--- src/asfc_pkg.sv ---
/*
 * package for the converter setup/filter configuration register bank:
 * register offsets, field positions, reset values and codes.
 * assumes a 32-bit ahb-lite slave with one register per aligned word.
 */
package asfc_pkg;

    // printed offsets are register indices; byte address is four times
    localparam logic [7:0]  IDX_SETUP2   = 8'h22;
    localparam logic [7:0]  IDX_SETUP3   = 8'h23;
    localparam logic [7:0]  IDX_FILTER0  = 8'h28;
    localparam logic [7:0]  IDX_STATUS   = 8'h30;
    localparam logic [9:0]  ADDR_SETUP2  = {IDX_SETUP2, 2'b00};
    localparam logic [9:0]  ADDR_SETUP3  = {IDX_SETUP3, 2'b00};
    localparam logic [9:0]  ADDR_FILTER0 = {IDX_FILTER0, 2'b00};
    localparam logic [9:0]  ADDR_STATUS  = {IDX_STATUS, 2'b00};
    localparam int          ADDR_W       = 10;

    // reset values
    localparam logic [15:0] SETUP_RESET  = 16'h1020;
    localparam logic [15:0] FILTER_RESET = 16'h0000;

    // writable bit masks; everything else is reserved and reads zero
    localparam logic [15:0] SETUP_WMASK  = 16'h1030;
    localparam logic [15:0] FILTER_WMASK = 16'h8F7F;
    localparam logic [15:0] DEC_WMASK    = 16'hFFFF;

    // setup field positions
    localparam int SETUP_CODING_BIT = 12;
    localparam int SETUP_REF_LO     = 4;

    // filter field positions
    localparam int FLT_DIRECT_BIT   = 15;
    localparam int FLT_MAINS_EN_BIT = 11;
    localparam int FLT_MAINS_LO     = 8;
    localparam int FLT_TYPE_LO      = 5;
    localparam int FLT_RATE_LO      = 0;

    // reference choices
    localparam logic [1:0] REF_EXTERNAL = 2'h0;
    localparam logic [1:0] REF_INTERNAL = 2'h2;
    localparam logic [1:0] REF_SUPPLY   = 2'h3;

    // filter types
    localparam logic [1:0] TYPE_SINC5_1 = 2'h0;
    localparam logic [1:0] TYPE_SINC3   = 2'h3;

    // post filter selections
    localparam logic [2:0] MAINS_27SPS  = 3'h2;
    localparam logic [2:0] MAINS_25SPS  = 3'h3;
    localparam logic [2:0] MAINS_20SPS  = 3'h5;
    localparam logic [2:0] MAINS_16SPS  = 3'h6;

    // direct decimation: word rate = modulator rate / (32 * value)
    localparam int          DEC_FACTOR    = 32;
    localparam logic [4:0]  DEC_SHIFT     = 5'h05;
    localparam logic [4:0]  RATE_FASTEST  = 5'h00;

    // ahb codes
    localparam logic [1:0]  HTRANS_NONSEQ = 2'h2;
    localparam logic [1:0]  HTRANS_SEQ    = 2'h3;

    // decoded configuration of one setup
    typedef struct packed {
        logic       offset_binary;
        logic [1:0] reference;
        logic       ref_valid;
    } asfc_setup_t;

    // decoded filter configuration
    typedef struct packed {
        logic        direct_mode;
        logic [14:0] decimation;
        logic [19:0] mod_divide;
        logic [1:0]  filter_type;
        logic        type_valid;
        logic [4:0]  rate_code;
        logic        mains_active;
        logic [2:0]  mains_select;
        logic        mains_valid;
    } asfc_filter_t;

    typedef enum logic [2:0] {
        RST_IDLE  = 3'b001,
        RST_ABORT = 3'b010,
        RST_START = 3'b100
    } asfc_restart_t;

endpackage

--- src/asfc_regs.sv ---
/*
 * setup 2/3 and filter 0 configuration registers of a multiplexed
 * sigma-delta converter, reached over an ahb-lite slave port.
 * assumes one word per register, single whole-word transfers, and a
 * conversion sequencer outside that obeys the abort/restart pulses.
 */
// Implementation choice: the AHB-Lite slave port.
`timescale 1ns/1ps
`default_nettype none

// Notes on behaviour
// - setup bit 12 picks coding: 0 unipolar, 1 offset binary, resets 1
// - setup bits 5:4 pick reference: 00 external, 10 internal, 11 supply
// - reserved setup bits, and filter bits outside direct mode, read zero and ignore writes
// - any filter register write aborts conversion and restarts at first channel
// - filter bit 15 set makes bits 14:0 a direct sinc3 decimation value
// - direct mode rate is modulator rate over 32 times decimation value
// - bit 11 enables mains post filter, only effective with filter type 00
// - post filter codes 010, 011, 101, 110 give 27, 25, 20, 16.67 SPS
// - filter type 00 is sinc5 plus sinc1 default, 11 is sinc3
// - bits 4:0 pick output rate; 00000 fastest at 250 kSPS
module asfc_regs (
    input  wire logic                hclk,
    input  wire logic                hresetn,
    input  wire logic                hsel,
    input  wire logic [31:0]         haddr,
    input  wire logic [1:0]          htrans,
    input  wire logic                hwrite,
    input  wire logic [2:0]          hsize,
    input  wire logic [31:0]         hwdata,
    input  wire logic                hready,
    output logic      [31:0]         hrdata,
    output logic                     hreadyout,
    output logic                     hresp,
    output asfc_pkg::asfc_setup_t    setup2_cfg,
    output asfc_pkg::asfc_setup_t    setup3_cfg,
    output asfc_pkg::asfc_filter_t   filter0_cfg,
    output logic                     conversion_abort,
    output logic                     sequence_restart
);

    logic [15:0]              setup2_q;
    logic [15:0]              setup3_q;
    logic [15:0]              filter0_q;
    logic                     wr_pend_q;
    logic [asfc_pkg::ADDR_W-1:0] addr_q;
    logic [31:0]              hrdata_q;
    asfc_pkg::asfc_restart_t  rst_state_q;
    asfc_pkg::asfc_restart_t  rst_state_d;
    logic [7:0]               restart_count_q;
    logic                     addr_phase;
    logic                     wr_commit;

    // read-back image of any byte address
    function automatic logic [31:0] read_value(
        input logic [asfc_pkg::ADDR_W-1:0] a,
        input logic [15:0]                 s2,
        input logic [15:0]                 s3,
        input logic [15:0]                 f0,
        input logic [7:0]                  cnt
    );
        logic [31:0] v;
        v = 32'h0000_0000;
        case (a)
            asfc_pkg::ADDR_SETUP2:  v = {16'h0000, s2};
            asfc_pkg::ADDR_SETUP3:  v = {16'h0000, s3};
            asfc_pkg::ADDR_FILTER0: v = {16'h0000, f0};
            asfc_pkg::ADDR_STATUS:  v = {24'h00_0000, cnt};
            default:                v = 32'h0000_0000;
        endcase
        return v;
    endfunction

    // filter write: direct mode keeps all 15 value bits, else reserved forced low
    function automatic logic [15:0] filter_write(input logic [15:0] w);
        logic [15:0] m;
        m = w[asfc_pkg::FLT_DIRECT_BIT] ? asfc_pkg::DEC_WMASK : asfc_pkg::FILTER_WMASK;
        return w & m;
    endfunction

    // setup field decode, shared by both setups
    function automatic asfc_pkg::asfc_setup_t setup_decode(input logic [15:0] r);
        asfc_pkg::asfc_setup_t s;
        s.offset_binary = r[asfc_pkg::SETUP_CODING_BIT];
        s.reference     = r[asfc_pkg::SETUP_REF_LO +: 2];
        s.ref_valid     = (s.reference == asfc_pkg::REF_EXTERNAL) ||
                          (s.reference == asfc_pkg::REF_INTERNAL) ||
                          (s.reference == asfc_pkg::REF_SUPPLY);
        return s;
    endfunction

    // a valid transfer is taken whenever the bus is ready
    assign addr_phase = hsel && hready && (htrans == asfc_pkg::HTRANS_NONSEQ ||
                                           htrans == asfc_pkg::HTRANS_SEQ);
    assign wr_commit  = wr_pend_q;

    // zero-wait slave, always okay
    assign hreadyout = 1'b1;
    assign hresp     = 1'b0;
    assign hrdata    = hrdata_q;

    // address phase capture
    always_ff @(posedge hclk or negedge hresetn)
    begin
        if (!hresetn)
        begin
            wr_pend_q <= 1'b0;
            addr_q    <= '0;
        end
        else
        begin
            wr_pend_q <= addr_phase && hwrite;
            if (addr_phase)
            begin
                addr_q <= haddr[asfc_pkg::ADDR_W-1:0];
            end
        end
    end

    // read data registered for the data phase of a read
    always_ff @(posedge hclk or negedge hresetn)
    begin
        if (!hresetn)
        begin
            hrdata_q <= 32'h0000_0000;
        end
        else if (addr_phase && !hwrite)
        begin
            hrdata_q <= read_value(haddr[asfc_pkg::ADDR_W-1:0], setup2_q, setup3_q,
                                   filter0_q, restart_count_q);
        end
    end

    // setup registers
    // masked writes, reset coding and reference
    always_ff @(posedge hclk or negedge hresetn)
    begin
        if (!hresetn)
        begin
            setup2_q <= asfc_pkg::SETUP_RESET;
            setup3_q <= asfc_pkg::SETUP_RESET;
        end
        else if (wr_commit)
        begin
            if (addr_q == asfc_pkg::ADDR_SETUP2)
            begin
                setup2_q <= hwdata[15:0] & asfc_pkg::SETUP_WMASK;
            end
            if (addr_q == asfc_pkg::ADDR_SETUP3)
            begin
                setup3_q <= hwdata[15:0] & asfc_pkg::SETUP_WMASK;
            end
        end
    end

    // filter register
    // reserved bits dropped unless direct mode
    always_ff @(posedge hclk or negedge hresetn)
    begin
        if (!hresetn)
        begin
            filter0_q <= asfc_pkg::FILTER_RESET;
        end
        else if (wr_commit && addr_q == asfc_pkg::ADDR_FILTER0)
        begin
            filter0_q <= filter_write(hwdata[15:0]);
        end
    end

    // restart sequencer: abort pulse, then restart pulse
    // every filter write, even same value, restarts
    always_comb
    begin
        rst_state_d = rst_state_q;
        case (rst_state_q)
            asfc_pkg::RST_IDLE:
                if (wr_commit && addr_q == asfc_pkg::ADDR_FILTER0)
                begin
                    rst_state_d = asfc_pkg::RST_ABORT;
                end
            asfc_pkg::RST_ABORT: rst_state_d = asfc_pkg::RST_START;
            asfc_pkg::RST_START:
                if (wr_commit && addr_q == asfc_pkg::ADDR_FILTER0)
                begin
                    rst_state_d = asfc_pkg::RST_ABORT;
                end
                else
                begin
                    rst_state_d = asfc_pkg::RST_IDLE;
                end
            default: rst_state_d = asfc_pkg::RST_IDLE;
        endcase
    end

    // a write landing during an abort is merged into that abort
    always_ff @(posedge hclk or negedge hresetn)
    begin
        if (!hresetn)
        begin
            rst_state_q <= asfc_pkg::RST_IDLE;
        end
        else
        begin
            rst_state_q <= rst_state_d;
        end
    end

    assign conversion_abort = (rst_state_q == asfc_pkg::RST_ABORT);
    assign sequence_restart = (rst_state_q == asfc_pkg::RST_START);

    // wrapping count of restarts, visible to software
    always_ff @(posedge hclk or negedge hresetn)
    begin
        if (!hresetn)
        begin
            restart_count_q <= 8'h00;
        end
        else if (rst_state_q == asfc_pkg::RST_START)
        begin
            restart_count_q <= restart_count_q + 8'h01;
        end
    end

    // decoded setup outputs
    // coding and reference per setup
    assign setup2_cfg = setup_decode(setup2_q);
    assign setup3_cfg = setup_decode(setup3_q);

    // decoded filter outputs
    // direct mode overrides every other option
    always_comb
    begin
        filter0_cfg              = '0;
        filter0_cfg.direct_mode  = filter0_q[asfc_pkg::FLT_DIRECT_BIT];
        filter0_cfg.decimation   = filter0_q[14:0];
        // modulator divide ratio of 32 times value
        filter0_cfg.mod_divide   = {5'h00, filter0_q[14:0]} << asfc_pkg::DEC_SHIFT;
        if (!filter0_q[asfc_pkg::FLT_DIRECT_BIT])
        begin
            filter0_cfg.mod_divide   = 20'h0_0000;
            filter0_cfg.decimation   = 15'h0000;
            filter0_cfg.filter_type  = filter0_q[asfc_pkg::FLT_TYPE_LO +: 2];
            filter0_cfg.type_valid   = (filter0_cfg.filter_type == asfc_pkg::TYPE_SINC5_1) ||
                                       (filter0_cfg.filter_type == asfc_pkg::TYPE_SINC3);
            filter0_cfg.rate_code    = filter0_q[asfc_pkg::FLT_RATE_LO +: 5];
            filter0_cfg.mains_select = filter0_q[asfc_pkg::FLT_MAINS_LO +: 3];
            // only the four listed post filters are recognised
            filter0_cfg.mains_valid  = (filter0_cfg.mains_select == asfc_pkg::MAINS_27SPS) ||
                                       (filter0_cfg.mains_select == asfc_pkg::MAINS_25SPS) ||
                                       (filter0_cfg.mains_select == asfc_pkg::MAINS_20SPS) ||
                                       (filter0_cfg.mains_select == asfc_pkg::MAINS_16SPS);
            filter0_cfg.mains_active = filter0_q[asfc_pkg::FLT_MAINS_EN_BIT] &&
                                       (filter0_cfg.filter_type == asfc_pkg::TYPE_SINC5_1) &&
                                       filter0_cfg.mains_valid;
        end
    end
endmodule

`default_nettype wire

--- config.mk ---
export PLATFORM = sky130hd
export DESIGN_NAME = asfc_regs
export DESIGN_NICKNAME = d
export VERILOG_FILES = /design/src/asfc_pkg.sv /design/src/asfc_regs.sv
export SDC_FILE = /design/constraint.sdc
export NUM_CORES = 1
export LEC_CHECK = 0
export BUFFER_PORTS_ARGS = -buffer_cell sky130_fd_sc_hd__buf_2
export CAP_MARGIN = 20
export CORE_ASPECT_RATIO = 1.1
export CORE_MARGIN = 8
export CORE_UTILIZATION = 45
export CTS_BUF_LIST = sky130_fd_sc_hd__clkbuf_2
export DETAILED_ROUTE_END_ITERATION = 16
export GPL_ROUTABILITY_DRIVEN = 0
export PLACE_DENSITY = 0.9
export SYNTH_ARGS = -nofsm -noshare
export SYNTH_HDL_FRONTEND = slang
export SYNTH_SLANG_ARGS = --single-unit
--- constraint.sdc ---
create_clock -name hclk -period 1.7 [get_ports hclk]
set_input_delay 0.17 -clock hclk [delete_from_list [all_inputs] [get_ports hclk]]
set_output_delay 0.17 -clock hclk [all_outputs]
set_load 0.05 [all_outputs]
# --- Yosys cells after proc, flatten, opt, wreduce, memory -nomap -nowiden ---
# Cells that the tools add are included.
totals:
  regBits: 76
  inputBits: 74
  output_inout_bits: 93
  elab_cells: 60
op_classes:
  addsub: 1
  eq_ne: 22
  mux: 6
  n_bitwise: 1
  n_reduce_logical: 22
op_table:
  columns: ["op", "count"]
  rows:
  - ["10-bit by 8-bit equality test with 1-bit output, second input constant", 7]
  - ["16-bit case mux with 4 select lines", 1]
  - ["48-bit two-way mux", 1]
  - ["16-bit AND", 1]
  - ["15-bit two-way mux", 1]
  - ["2-bit equality test, second input constant", 7]
  - ["3-bit by 2-bit equality test with 1-bit output, second input constant", 3]
  - ["3-bit equality test, second input constant", 3]
  - ["1-bit logical OR", 9]
  - ["3-bit case mux with 3 select lines", 1]
  - ["8-bit by 1-bit adder with 8-bit output, second input constant", 1]
  - ["1-bit logical AND", 7]
  - ["2-bit logical NOT", 3]
  - ["2-bit AND reduction", 2]
  - ["3-bit by 1-bit equality test with 1-bit output, second input constant", 1]
  - ["3-bit two-way mux", 1]
  - ["2-bit two-way mux", 1]
  - ["2-bit inequality test, second input constant", 1]
  - ["1-bit logical NOT", 1]

# --- Depth between registers and ports, before layout ---
logic_depth:
  ltp_word: 6
  mapped_depth: 5
  mapped_depth_nobuf: 4

# --- Worst setup path after synthesis ---
# No wires, ideal clock.
synth_path:
  path_type: "register to output"
  startpoint: "reg filter0_q[15]"
  endpoint: "out filter0_cfg[4] (netlist bit)"
  arrival_ps: 1836
  t_required_ps: 1530
  setup_slack_ps: -306
  path_stages_with_launch: 4
  path_buffers: 1
  path_cell_list: "dfrtp_1 clkbuf_1 nor2_1 and3_1"
synth_rtl:
  columns: ["item", "line", "rtl"]
  rows:
  - ["start: declaration", "asfc_regs.sv:44", "logic [15:0] filter0_q;"]
  - ["start signal: assignment", "asfc_regs.sv:162", "filter0_q <= asfc_pkg::FILTER_RESET;"]
  - ["start signal: assignment", "asfc_regs.sv:166", "filter0_q <= filter_write(hwdata[15:0]);"]
  - ["end: declaration", "asfc_regs.sv:37", "output asfc_pkg::asfc_filter_t filter0_cfg,"]

==> out/qor_table.md <==
| Metric | Reported | Unit |
| --- | --- | --- |
| Run status | complete, but fails checks | - |
| Violations in the final reports | setup timing | - |
| Mapped Area | 3050 | sq um |
| Ys Warns | 0 | - |
| Average wire per cell in the routed design | 19.6 | um |
| Library cell with the largest summed area after synthesis | sky130_fd_sc_hd__dfrtp_1 | - |
| TritonCTS sink count | 60 | - |
| Count of flip-flops with a built-in enable after synthesis | 0 | - |
| Worst-skew pair later-pin latency | 0.47 | ns |
| DIE AREA | 9680 | sq um |
| Final core utilization | 67.5 | % |
| Top cells by area in the synthesized netlist | sky130_fd_sc_hd__dfrtp_1 45%, sky130_fd_sc_hd__mux2_2 11%, sky130_fd_sc_hd__buf_4 9.6%, sky130_fd_sc_hd__a22o_1 6.3%, sky130_fd_sc_hd__dfstp_2 4.3% | - |
| Via count of the first global-routing pass | 2686 | - |
| Total number of vias | 2552 | - |
| Aggregate global-route resource usage | 17.9 | % |
| Total clock buffers created by CTS | 9 | - |
| Final WS setup | -0.0991 | ns |
| Grt total ovfl | 0 | - |
| Layout-stage area growth over the synthesis result | 45.8 | % |
| RSZ-0062 raised after global routing | yes | - |
| Instance area at placement | 3520 | sq um |
| DRC violation count after routing | 0 | - |
| Mean instance size in the synthesized netlist | 11.5 | sq um |
| Worst-case headroom to the max-slew limit | 52.5 | % |
| Number of violations reported at the end of detailed-routing iteration 0 | 107 | - |
| Vertical extent of the die | 102 | um |
| Worst endpoint data arrival time | 1.63 | ns |
| Number of nets with antenna violations after routing | 0 | - |
| Most numerous cell types in the synthesized netlist | 55 x sky130_fd_sc_hd__dfrtp_1, 39 x sky130_fd_sc_hd__buf_4, 30 x sky130_fd_sc_hd__mux2_2 | - |
| Syn Inst Count | 266 | - |
| CTS Root Cell | sky130_fd_sc_hd__clkbuf_2 | - |
| Slew Limit Fails | 0 | - |
| Maximum capacitance violations | 0 | - |
| Startpoint kind of the worst setup timing path | flip-flop | - |
| Most common cell in the netlist | sky130_fd_sc_hd__dfrtp_1 | - |
| Least-Margin Pin Slew | 0.702 | ns |
| Final cell count without fillers | 491 | - |
| Number of core rows | 31 | - |
| Wire length reported by the detailed router | 9.60 | mm |
| Detail Placement HPWL | 5.96 | mm |
| Synth async-reset ratio | 100 | % |
| Portion of synthesized cell area occupied by the leading cell type | 45.1 | % |
| Number of synthesized register bits | 60 | - |
| Clock H-tree levels | 3 | - |
| Number of port buffers | 101 | - |
| Clock period minus final worst setup slack | 1.80 | ns |
| Critical path capture point type | output pin | - |
| Worst clock skew on the final layout | 0.0357 | ns |
| Final setup TNS | -0.711 | ns |
| Effective utilization at floorplan | 46.3 | % |
| Antenna diodes | 0 | - |
| Most instantiated flip-flop cell in the synthesis netlist | sky130_fd_sc_hd__dfrtp_1 | - |
| Final hold violation count | 0 | - |
| Pre-Repair DR Iteration Count | 4 | - |
| Largest fanout on the critical path | 14 | - |
| Worst-case vdd ir drop | 0.000407 | V |
| CTS tree | built | - |
| Standard cell core area | 6590 | sq um |
| Power density over the cells | 705 | nW/um^2 |
| Setup-violating endpoint count in the final report | 15 | - |
| Class of the most critical hold timing path | in2reg | - |
| Kind of critical path | reg2out | - |
| IO Pins | 167 | - |
| Final instance area | 4450 | sq um |
| Die Wd | 94.6 | um |
| Post-route clock period utilization | 106 | % |
| Number of buffers on the longest clock path | 2 | - |
| Library cells used by synthesis | 35 | - |
| CTS clock-pin slew for the worst setup and hold paths | 0.18 | ns |
| Share of final-layout standard cells stronger than drive strength 1 | 52.1 | % |
| Final worst hold slack | 0.0539 | ns |
| Lkg Pwr | 2.21 | nW |
| Portion of the post-synthesis area used by sequential elements | 49.4 | % |
| Fmax | 556 | MHz |
| Placed cell count | 430 | - |
| Global-route wire length before repair | 13.3 | mm |
| Initial antenna violation count | 0 | - |
| Setup slack after placement | 0.0578 | ns |
| Power consumption | 3.14 | mW |
| Final layout net count | 480 | - |
| Data required time of the critical path | 1.53 | ns |
| Number of vias per cell after detailed routing | 5.20 | - |
| Maximum number of pins on one net before global-route repair | 61 | - |
metal layers:
| metal | track usage, % | part of all wire, % | wire (um) | vias to the layer above |
|---|---|---|---|---|
| met3 | 4.85 | 6.8 | 653 | 31 |
| li1 | - | - | - | 1154 |
| met4 | 9.13 | 4.2 | 405 | 0 |
| met2 | 32.3 | 53 | 5100 | 106 |
| met1 | 18.6 | 36 | 3440 | 1261 |
| met5 | 0 | 0 | 0 | - |
registers in the layout, indices dropped and copies added (netlist names):
| register | flops |
|---|---|
| restart_count_q | 8 |
| addr_q | 10 |
| wr_commit | 1 |
| rst_state_q | 3 |
| setup3_q | 3 |
| hrdata | 16 |
| setup2_q | 3 |
| filter0_q | 16 |
cells in the final DEF, fill, tap and decap left out, types with 7 or more instances in the layout:
cell / instances
sky130_fd_sc_hd__a22o_1: 22
sky130_fd_sc_hd__and2_2: 7
sky130_fd_sc_hd__buf_2: 62
sky130_fd_sc_hd__buf_4: 19
sky130_fd_sc_hd__buf_6: 27
sky130_fd_sc_hd__buf_8: 11
sky130_fd_sc_hd__clkbuf_2: 12
sky130_fd_sc_hd__conb_1: 23
sky130_fd_sc_hd__dfrtp_1: 53
sky130_fd_sc_hd__dlygate4sd3_1: 30
sky130_fd_sc_hd__mux2_2: 30
sky130_fd_sc_hd__nand2_1: 12
sky130_fd_sc_hd__xnor2_1: 7
power by group:
part	leakage (nW)	internal [mW]	switching, mW
combinational	1.40	0.333	0.549
sequential	0.746	1.50	0.0552
clock	0.0631	0.200	0.504
final cells by class:
cell class / count / area (sq um)
flip-flops and latches: 60 / 1510
clock inverters: 4 / 18.8
well taps: 82 / 103
repair buffers: 154 / 1340
multi-input cells: 175 / 1410
inverters: 4 / 15.0
fillers: 448 / 2140
clock buffers: 12 / 60.1
cells by family after synthesis:
family / Yosys count / share of synthesized area (%)
fa+ha+maj: 2 / 0.819
mux: 32 / 11.7
simple gates: 77 / 15.7
xor+xnor: 9 / 2.58
buf+inv: 52 / 11.2
compound gates: 32 / 8.32
other cells: 2 / 0.246
flops: 60 / 49.4
worst paths after layout:
path | startpoint | slack, ns | depth (start not counted) | endpoint
setup / recovery | filter0_q[15] | -0.1 | 4 | filter0_cfg[4]
hold / removal | haddr[5] | 0.05 | 2 | addr_q[5]
setup reg to reg | addr_q[1] | 0.06 | 4 | setup2_q[4]
hold reg to reg | restart_count_q[7] | 0.51 | 1 | restart_count_q[7]
max in group asynchronous | hresetn | 1.14 | 3 | setup3_q[5]
min in group asynchronous | hresetn | 0.21 | 3 | addr_q[1]
critical path, cell delays in order (launching register included):
cell                      delay [ns]
sky130_fd_sc_hd__dfrtp_2        0.50
sky130_fd_sc_hd__buf_12         0.17
sky130_fd_sc_hd__nor2_4         0.13
sky130_fd_sc_hd__and3_4         0.21
sky130_fd_sc_hd__buf_8          0.14
repair_timing:
item,CTS,global route
cloned,1,1
endpoints found under the setup margin,31,45
resized for setup,55,72
hold endpoints to repair,92,0
buffers inserted,7,6
hold buffers,30,0
pin swaps,1,5
(Power assumes the default switching activity.)
